### config.mk
export PLATFORM = sky130hd
export DESIGN_NAME = lcc_caption_inserter
export DESIGN_NICKNAME = d
export VERILOG_FILES = /design/src/lcc_pkg.sv /design/src/lcc_caption_inserter.sv
export SDC_FILE = /design/constraint.sdc
export NUM_CORES = 1
export LEC_CHECK = 0
export ABC_CLOCK_PERIOD_IN_PS = 4400
export BUFFER_PORTS_ARGS = -buffer_cell sky130_fd_sc_hd__buf_2
export CAP_MARGIN = 40
export CORE_UTILIZATION = 50
export CTS_BUF_LIST = sky130_fd_sc_hd__clkbuf_16
export CTS_CLUSTER_SIZE = 14
export DETAILED_ROUTE_END_ITERATION = 10
export PLACE_DENSITY = 0.69
export SYNTH_ARGS = -nofsm -noshare
export SYNTH_HDL_FRONTEND = slang
export SYNTH_SLANG_ARGS = --single-unit
### constraint.sdc
create_clock -name ref_clk_i -period 4.4 [get_ports ref_clk_i]
set_input_delay 0.44 -clock ref_clk_i [delete_from_list [all_inputs] [get_ports ref_clk_i]]
set_output_delay 0.44 -clock ref_clk_i [all_outputs]
set_load 0.005 [all_outputs]
### src/lcc_pkg.sv
`default_nettype none
package lcc_pkg;
  // clock and caption bit timing
  localparam int CLK_NS = 20;
  localparam int BIT_NS = 1986;
  localparam int BIT_CYC = BIT_NS / CLK_NS;
  localparam int LEAD_NS = 10500;
  localparam int LEAD_CYC = (LEAD_NS + CLK_NS - 1) / CLK_NS;
  localparam int RUNIN_CYCLES = 7;
  localparam logic [11:0] BIT_LAST = 12'(BIT_CYC - 1);
  localparam logic [11:0] LEAD_LAST = 12'(LEAD_CYC - 1);
  localparam logic [11:0] RUNIN_SAMP_LAST =
    12'(RUNIN_CYCLES * BIT_CYC - 1);
  localparam logic [4:0] RUNIN_LAST = 5'(RUNIN_CYCLES - 1);
  localparam logic [4:0] GAP_LAST = 5'h01;
  localparam logic [4:0] START_LAST = 5'h00;
  localparam logic [4:0] DATA_LAST = 5'h0F;
  localparam logic [15:0] PHASE_STEP = 16'(65536 / BIT_CYC);
  // caption lines
  localparam logic [9:0] ODD_CAP_LINE = 10'h015;
  localparam logic [9:0] EVEN_CAP_LINE = 10'h11C;
  // caption byte subaddresses and reset value
  localparam logic [4:0] EXT0_OFS = 5'h08;
  localparam logic [4:0] EXT1_OFS = 5'h09;
  localparam logic [4:0] ODD0_OFS = 5'h0A;
  localparam logic [4:0] ODD1_OFS = 5'h0B;
  localparam logic [2:0] CAP_BLOCK = 3'h2;
  localparam logic [7:0] CAP_RST = 8'h00;
  // sample levels
  localparam logic [7:0] BLANK_LVL = 8'h10;
  localparam logic [7:0] HIGH_LVL = 8'h7E;
  typedef enum logic [2:0] {
    S_IDLE = 3'b000,
    S_LEAD = 3'b001,
    S_RUNIN = 3'b010,
    S_GAP = 3'b011,
    S_START = 3'b100,
    S_DATA = 3'b101,
    S_TAIL = 3'b110
  } lcc_state_type;
endpackage
`default_nettype wire

### src/lcc_caption_inserter.sv
`timescale 1ns/1ps
`default_nettype none
// Overview of operation
// RULE_01 - insert only on line 21 odd, 284 even
// RULE_02 - seven-cycle run-in locked to bit rate
// RULE_03 - two blank bit periods, then start one
// RULE_04 - sixteen bits: two bytes, odd parity each
// RULE_05 - odd field uses odd caption bytes
// RULE_06 - even line 284 uses extended bytes
// RULE_07 - all caption timing generated internally
// RULE_08 - pixel input discarded on caption lines
// RULE_09 - single-buffered bytes, no extra frame delay
// RULE_10 - host writes bytes by preceding line
// RULE_11 - host writes zeros when nothing new
// RULE_12 - host keeps control codes field aligned
// RULE_13 - vsync interrupts host to reload bytes
// RULE_14 - odd bytes at subaddresses 0A, 0B
// RULE_15 - extended bytes at subaddresses 08, 09
// RULE_16 - bits sent lsb first, parity last
module lcc_caption_inserter
  import lcc_pkg::*;
(
  input wire logic ref_clk_i,
  input wire logic rst_i,
  input wire logic line_start_i,
  input wire logic [9:0] line_num_i,
  input wire logic line_odd_i,
  input wire logic pix_valid_i,
  input wire logic [7:0] pix_data_i,
  output logic pix_ready_o,
  output logic out_valid_o,
  output logic [7:0] out_data_o,
  input wire logic out_ready_i,
  input wire logic host_wr_i,
  input wire logic [4:0] host_addr_i,
  input wire logic [7:0] host_wdata_i,
  output logic [7:0] host_rdata_o
);

  lcc_state_type state_ff, nxt_state;
  logic [11:0] cnt_ff, nxt_cnt;
  logic [4:0] bitn_ff, nxt_bitn;
  logic [15:0] phase_ff;
  logic [15:0] sh_ff;
  logic cap_ff;
  logic [7:0] cap_byte_ff [4];
  logic [7:0] fifo_mem_ff [2];
  logic wr_ptr_ff, rd_ptr_ff;
  logic [1:0] fcnt_ff;
  logic [11:0] run_samp_ff;

  logic is_cap, reg_hit, gen_valid, adv, bit_end;
  logic in_rdy, push, pop;
  logic [7:0] push_data, gen_sample, sine_val, byte0, byte1;
  logic [4:0] phase_last;
  lcc_state_type phase_next;
  logic [15:0] load_word;

  // caption line decode
  assign is_cap = (line_odd_i && line_num_i == ODD_CAP_LINE) ||
    (!line_odd_i && line_num_i == EVEN_CAP_LINE); // see RULE_01

  // host byte registers, one byte deep each
  genvar gi;
  for (gi = 0; gi < 4; gi++) begin : g_reg
    logic wr_hit;
    assign wr_hit = host_wr_i && (host_addr_i == EXT0_OFS + 5'(gi));
    always_ff @(posedge ref_clk_i or posedge rst_i) begin
      if (rst_i) begin
        cap_byte_ff[gi] <= CAP_RST;
      end else if (wr_hit) begin
        cap_byte_ff[gi] <= host_wdata_i; // see RULE_14 see RULE_15
      end
    end
  end

  assign reg_hit = host_addr_i[4:2] == CAP_BLOCK;

  always_ff @(posedge ref_clk_i or posedge rst_i) begin
    if (rst_i) begin
      host_rdata_o <= 8'h00;
    end else begin
      host_rdata_o <= reg_hit ? cap_byte_ff[host_addr_i[1:0]] : 8'h00;
    end
  end

  // field picks the byte pair: odd 0A/0B, even 08/09
  assign byte0 = cap_byte_ff[{line_odd_i, 1'b0}]; // see RULE_05 see RULE_06
  assign byte1 = cap_byte_ff[{line_odd_i, 1'b1}];
  // bit 7 of each byte is replaced by generated odd parity
  assign load_word = {~^byte1[6:0], byte1[6:0],
    ~^byte0[6:0], byte0[6:0]}; // see RULE_04

  // generator paces itself on accepted samples so a stall loses none
  assign gen_valid = state_ff != S_IDLE;
  assign adv = cap_ff && gen_valid && in_rdy;
  assign bit_end = cnt_ff == BIT_LAST;

  assign phase_last = (state_ff == S_RUNIN) ? RUNIN_LAST :
    (state_ff == S_GAP) ? GAP_LAST :
    (state_ff == S_START) ? START_LAST : DATA_LAST;
  assign phase_next = (state_ff == S_RUNIN) ? S_GAP :
    (state_ff == S_GAP) ? S_START :
    (state_ff == S_START) ? S_DATA : S_TAIL;

  always_comb begin
    nxt_state = state_ff;
    nxt_cnt = cnt_ff;
    nxt_bitn = bitn_ff;
    if (line_start_i) begin
      nxt_state = is_cap ? S_LEAD : S_IDLE;
      nxt_cnt = 12'h000;
      nxt_bitn = 5'h00;
    end else if (adv) begin
      nxt_cnt = cnt_ff + 12'h001; // see RULE_07
      case (state_ff)
        S_LEAD: begin
          if (cnt_ff == LEAD_LAST) begin
            nxt_state = S_RUNIN;
            nxt_cnt = 12'h000;
          end
        end
        S_RUNIN, S_GAP, S_START, S_DATA: begin
          if (bit_end) begin
            nxt_cnt = 12'h000;
            nxt_bitn = bitn_ff + 5'h01;
            if (bitn_ff == phase_last) begin
              nxt_state = phase_next; // see RULE_03
              nxt_bitn = 5'h00;
            end
          end
        end
        S_TAIL: begin
          nxt_cnt = cnt_ff;
        end
        default: begin
          nxt_state = S_IDLE;
        end
      endcase
    end
  end

  always_ff @(posedge ref_clk_i or posedge rst_i) begin
    if (rst_i) begin
      state_ff <= S_IDLE;
      cnt_ff <= 12'h000;
      bitn_ff <= 5'h00;
    end else begin
      state_ff <= nxt_state;
      cnt_ff <= nxt_cnt;
      bitn_ff <= nxt_bitn;
    end
  end

  always_ff @(posedge ref_clk_i or posedge rst_i) begin
    if (rst_i) begin
      cap_ff <= 1'b0;
    end else if (line_start_i) begin
      cap_ff <= is_cap; // see RULE_08
    end
  end

  // bytes are taken at the caption line start, no second buffer
  always_ff @(posedge ref_clk_i or posedge rst_i) begin
    if (rst_i) begin
      sh_ff <= 16'h0000;
    end else if (line_start_i && is_cap) begin
      sh_ff <= load_word; // see RULE_09
    end else if (adv && state_ff == S_DATA && bit_end) begin
      sh_ff <= {1'b0, sh_ff[15:1]}; // see RULE_16
    end
  end

  // phase restarts every bit, keeping run-in locked to data
  always_ff @(posedge ref_clk_i or posedge rst_i) begin
    if (rst_i) begin
      phase_ff <= 16'h0000;
    end else if (state_ff != S_RUNIN || line_start_i) begin
      phase_ff <= 16'h0000;
    end else if (adv) begin
      phase_ff <= bit_end ? 16'h0000 : phase_ff + PHASE_STEP; // see RULE_02
    end
  end

  // one sine period, trough at blanking level
  always_comb begin
    case (phase_ff[15:12])
      4'h0: sine_val = 8'h47;
      4'h1: sine_val = 8'h5C;
      4'h2: sine_val = 8'h6E;
      4'h3: sine_val = 8'h7A;
      4'h4: sine_val = 8'h7E;
      4'h5: sine_val = 8'h7A;
      4'h6: sine_val = 8'h6E;
      4'h7: sine_val = 8'h5C;
      4'h8: sine_val = 8'h47;
      4'h9: sine_val = 8'h32;
      4'hA: sine_val = 8'h20;
      4'hB: sine_val = 8'h14;
      4'hC: sine_val = 8'h10;
      4'hD: sine_val = 8'h14;
      4'hE: sine_val = 8'h20;
      default: sine_val = 8'h32;
    endcase
  end

  assign gen_sample = (state_ff == S_RUNIN) ? sine_val :
    (state_ff == S_START) ? HIGH_LVL :
    (state_ff == S_DATA && sh_ff[0]) ? HIGH_LVL : BLANK_LVL;

  // pixels are swallowed on caption lines, the generator owns the slot
  assign pix_ready_o = cap_ff ? 1'b1 : in_rdy; // see RULE_08
  assign push = cap_ff ? adv : (pix_valid_i && in_rdy);
  assign push_data = cap_ff ? gen_sample : pix_data_i;

  // two-entry output buffer
  assign in_rdy = fcnt_ff != 2'h2;
  assign out_valid_o = fcnt_ff != 2'h0;
  assign pop = out_valid_o && out_ready_i;
  assign out_data_o = fifo_mem_ff[rd_ptr_ff];

  always_ff @(posedge ref_clk_i or posedge rst_i) begin
    if (rst_i) begin
      fifo_mem_ff[0] <= 8'h00;
      fifo_mem_ff[1] <= 8'h00;
      wr_ptr_ff <= 1'b0;
      rd_ptr_ff <= 1'b0;
      fcnt_ff <= 2'h0;
    end else begin
      if (push) begin
        fifo_mem_ff[wr_ptr_ff] <= push_data;
        wr_ptr_ff <= ~wr_ptr_ff;
      end
      if (pop) begin
        rd_ptr_ff <= ~rd_ptr_ff;
      end
      fcnt_ff <= fcnt_ff + 2'(push) - 2'(pop);
    end
  end

  // helper: accepted run-in samples
  always_ff @(posedge ref_clk_i or posedge rst_i) begin
    if (rst_i) begin
      run_samp_ff <= 12'h000;
    end else if (state_ff != S_RUNIN || line_start_i) begin
      run_samp_ff <= 12'h000;
    end else if (adv) begin
      run_samp_ff <= run_samp_ff + 12'h001;
    end
  end
endmodule
`default_nettype wire

==> run_results.csv <==
group,metric,value,unit
clock_network,clk_pin_slew,50,ps
logic_synthesis,ys_top_cells_by_area,"dfrtp_1 47%, mux2_2 9.7%, o21ai_0 3.8%, nand2_1 3.6%, mux4_2 3.0%",
worst_setup_path,arrival,3230,ps
grt,grt_max_degree,65,
logic_synthesis,synthesis.area,6040,µm²
drt,firstDrtPassIters,10,
sta,finalCritPeriodShare,0.668,
clock_network,cts_buffer_depth,2,
clock_network,root_buffer,"clkbuf_16",
drt,detail-route-antenna-nets,0,
logic_synthesis,synth_cell_type_count,58,
worst_hold_path,worstHoldEndpoint,"fifo_mem_ff[15]",
sta,rsz0062_at_grt,"no",
cells_and_area,synthToLayoutAreaGrowth,16.7,%
worst_setup_path,cpLargestDelayFamily,"simple AND/OR/NAND/NOR gates",
power,pwr-share-seq,0.398,
sta,period_needed,2940,ps
floorplan,die_w,112,µm
worst_setup_path,worstRegToRegCells,8,
placed_design,hpwl,8630,µm
worst_setup_path,worstSetupStartpointType,"flip-flop",
grt,grt_pass1_vias,4554,
worst_setup_path,path_cells,"inv_1, ha_1, nor4b_1, nor4b_4, and4_1, mux2_2, nand2_1, o21ai_0",
floorplan,fp.dieH,112,µm
worst_hold_path,hold_path_class,"in -> reg",
logic_synthesis,synth_nets,619,
grt,grt_pass1_wl,21600,µm
logic_synthesis,synth_cells,568,
power,cell_internal_pwr,2.45,mW
power,p_leak,3.17,nW
logic_synthesis,synth_seq_cells,113,
sta,fmax,340,MHz
worst_setup_path,r2r_end,"sh_ff[14]",
worst_setup_path,r2r-start,"cnt_ff[0]",
logic_synthesis,syn_area_per_cell,10.6,µm²
logic_synthesis,synth_enable_flop_cells,0,
grt,antenna_found_initial,0,
logic_synthesis,yosysMostFrequentCell,"dfrtp_1",
clock_network,insertion_delay,410,ps
sta,relSlewSlack,0.463,
worst_hold_path,hold_path_startpoint,"pix_data_i[7]",
clock_network,cts_tree,"done",
worst_setup_path,r2r_slack,1460,ps
power,vdd_ir_drop_max,0.303,mV
worst_setup_path,max_stage_delay,750,ps
floorplan,start_util,0.520,
worst_setup_path,crit_required,4680,ps
sta,holdWs,303,ps
sta,drv_slew,0,
floorplan,core,11600,µm²
grt,grt.total_usage,0.219,
placed_design,numPortBuffers,55,
logic_synthesis,synthArstFlopShare,1.00,
cells_and_area,final_net_count,675,
power,power.switching,0.858,mW
drt,avgViaCountPerCell,5.73,
drt,vias,4473,
worst_setup_path,crit_slowest_cell,"and4_1",
clock_network,cts_made_buffers,17,
logic_synthesis,synth_flop_cell,"dfrtp_1",
sta,hold_violations,0,
worst_setup_path,cp_num_buf_inv,1,
floorplan,die_area,12500,µm²
drt,avgRoutedWirePerCell,16.1,µm
sta,worst_pin_slew,801,ps
cells_and_area,fill_cells,984,
power,sw_frac_of_total,0.259,
power,p_clk_frac,0.422,
logic_synthesis,synth-warning-count,0,
power,cellPowerDensity,470,nW/µm²
worst_setup_path,path_class,"reg -> reg",
drt,drc,5,
outcome,status,"finished, violations left",
clock_network,htree_levels,4,
floorplan,pin_count,56,
clock_network,ctsHoldBuffers,1,
cells_and_area,insertedDiodeCount,0,
sta,setup_viol,0,
logic_synthesis,synth_top_cell_by_area,"dfrtp_1",
run,max-cap-violations,0,
grt,overflow,0,
drt,first_iter_violations,234,
sta,skew,8.25,ps
worst_hold_path,whs_path_depth,3,
logic_synthesis,synth_common_cells,"113 x dfrtp_1, 58 x nand2_1, 52 x mux2_2, 46 x o21ai_0, 30 x nor2_1",
placed_design,gp_congestion,0.789,
sta,setup_tns,0,ps
cells_and_area,drive_above_1_share,0.245,
logic_synthesis,synth_top_area_share,0.468,
clock_network,cts.repair.resized,0,
floorplan,rows,39,
outcome,violations,"DRC",
logic_synthesis,ys_seq_area_frac,0.468,
worst_setup_path,cp-end-kind,"flip-flop",
power,combPwrFrac,0.180,
worst_setup_path,crit_fanout,16,
clock_network,clock_sinks,113,
clock_network,post_cts_buffers,0,
drt,wl,12500,µm
-- worst min-delay path, delay by kind of cell --
kind	cells	cell delay, ps
AND/OR/NAND/NOR	1	70
AO/OA/AOI/OAI	1	70
buffers and inverters	1	100
-- metal layers --
metal / share of wire / GRT usage / wire, µm / vias up
met5: 0 / 0 / 0 / -
met4: 0.014 / 0.102 / 172 / 0
met3: 0.037 / 0.0435 / 459 / 11
met2: 0.50 / 0.366 / 6280 / 92
met1: 0.45 / 0.274 / 5620 / 2203
li1: - / - / - / 2167
-- stage by stage --
step           total power, mW   util  cells  setup WS (ps)  cell area, µm²
2_1_floorplan             1.74      -    568            973            6040
3_3_place_gp              1.90  0.552    746           1600            6410
3_5_place_dp              1.94  0.554    747           1480            6440
4_1_cts                   3.35  0.607    780           1450            7050
5_1_grt                   3.48  0.607    780           1200            7050
6_report                  3.31  0.607    780           1460            7050
-- flip-flops by register name (all words and copies together), names as in the netlist --
register and flops:
wr_ptr_ff 1, host_rdata_o 8, phase_ff 16, fifo_mem_ff 16, rd_ptr_ff 1, sh_ff 16
cap_byte_ff 32, fcnt_ff 2, cap_ff 1, cnt_ff 12, bitn_ff 5, state_ff 3
-- worst max-delay path by stage --
stage                         start         end  cells past startpoint
after floorplan               rst_i  bitn_ff[0]                      1
after global placement    cnt_ff[7]   sh_ff[13]                      6
after detailed placement  cnt_ff[0]   sh_ff[12]                      8
after CTS                 cnt_ff[0]   sh_ff[14]                      8
after global routing      cnt_ff[0]   sh_ff[12]                      8
final                     cnt_ff[0]   sh_ff[14]                      8
-- power by group through the flow --
stage	Clock [mW]	Combinational (mW)	Sequential, mW
6_report	1.40	0.598	1.32
5_1_grt	1.47	0.670	1.34
4_1_cts	1.42	0.611	1.32
3_5_place_dp	0	0.603	1.33
3_3_place_gp	0	0.582	1.32
2_1_floorplan	0	0.457	1.29
-- cell families after synthesis --
kind of cell    synth area share
simple gates               0.154
flops                      0.468
compound gates             0.124
fa+ha+maj                 0.0269
buf+inv                   0.0269
xor+xnor                  0.0435
mux                        0.157
-- layout make-up --
class	count	area, µm²	share of cell area
clock buffer	17	425	0.0604
inverter	12	47.5	0.00675
clock inverter	15	175	0.0249
multi-input combinational	419	3050	0.433
timing repair buffer	61	343	0.0486
sequential	113	2830	0.401
tap	143	179	0.0254
-- cells in the final DEF, fill, tap and decap left out, drive strengths merged, types with 5 or more instances in the layout --
master / netlist / final
a21oi: 22 / 22
ha: 13 / 13
nand2: 58 / 58
nor2b: 9 / 9
xnor2: 18 / 18
inv: 12 / 14
dfrtp: 113 / 113
buf: 11 / 60
and3: 5 / 5
nor2: 30 / 30
o2bb2ai: 5 / 5
and2: 10 / 10
o22ai: 8 / 8
a211oi: 7 / 7
mux2: 55 / 55
o31ai: 10 / 10
xor2: 12 / 12
clkbuf: 13 / 17
mux4: 8 / 8
nand3: 14 / 14
or3: 6 / 6
o21ai: 46 / 46
nand2b: 12 / 12
nor3: 14 / 14
mux2i: 15 / 15
clkinv: 0 / 6
No activity file was read; power rests on OpenSTA's default activity.
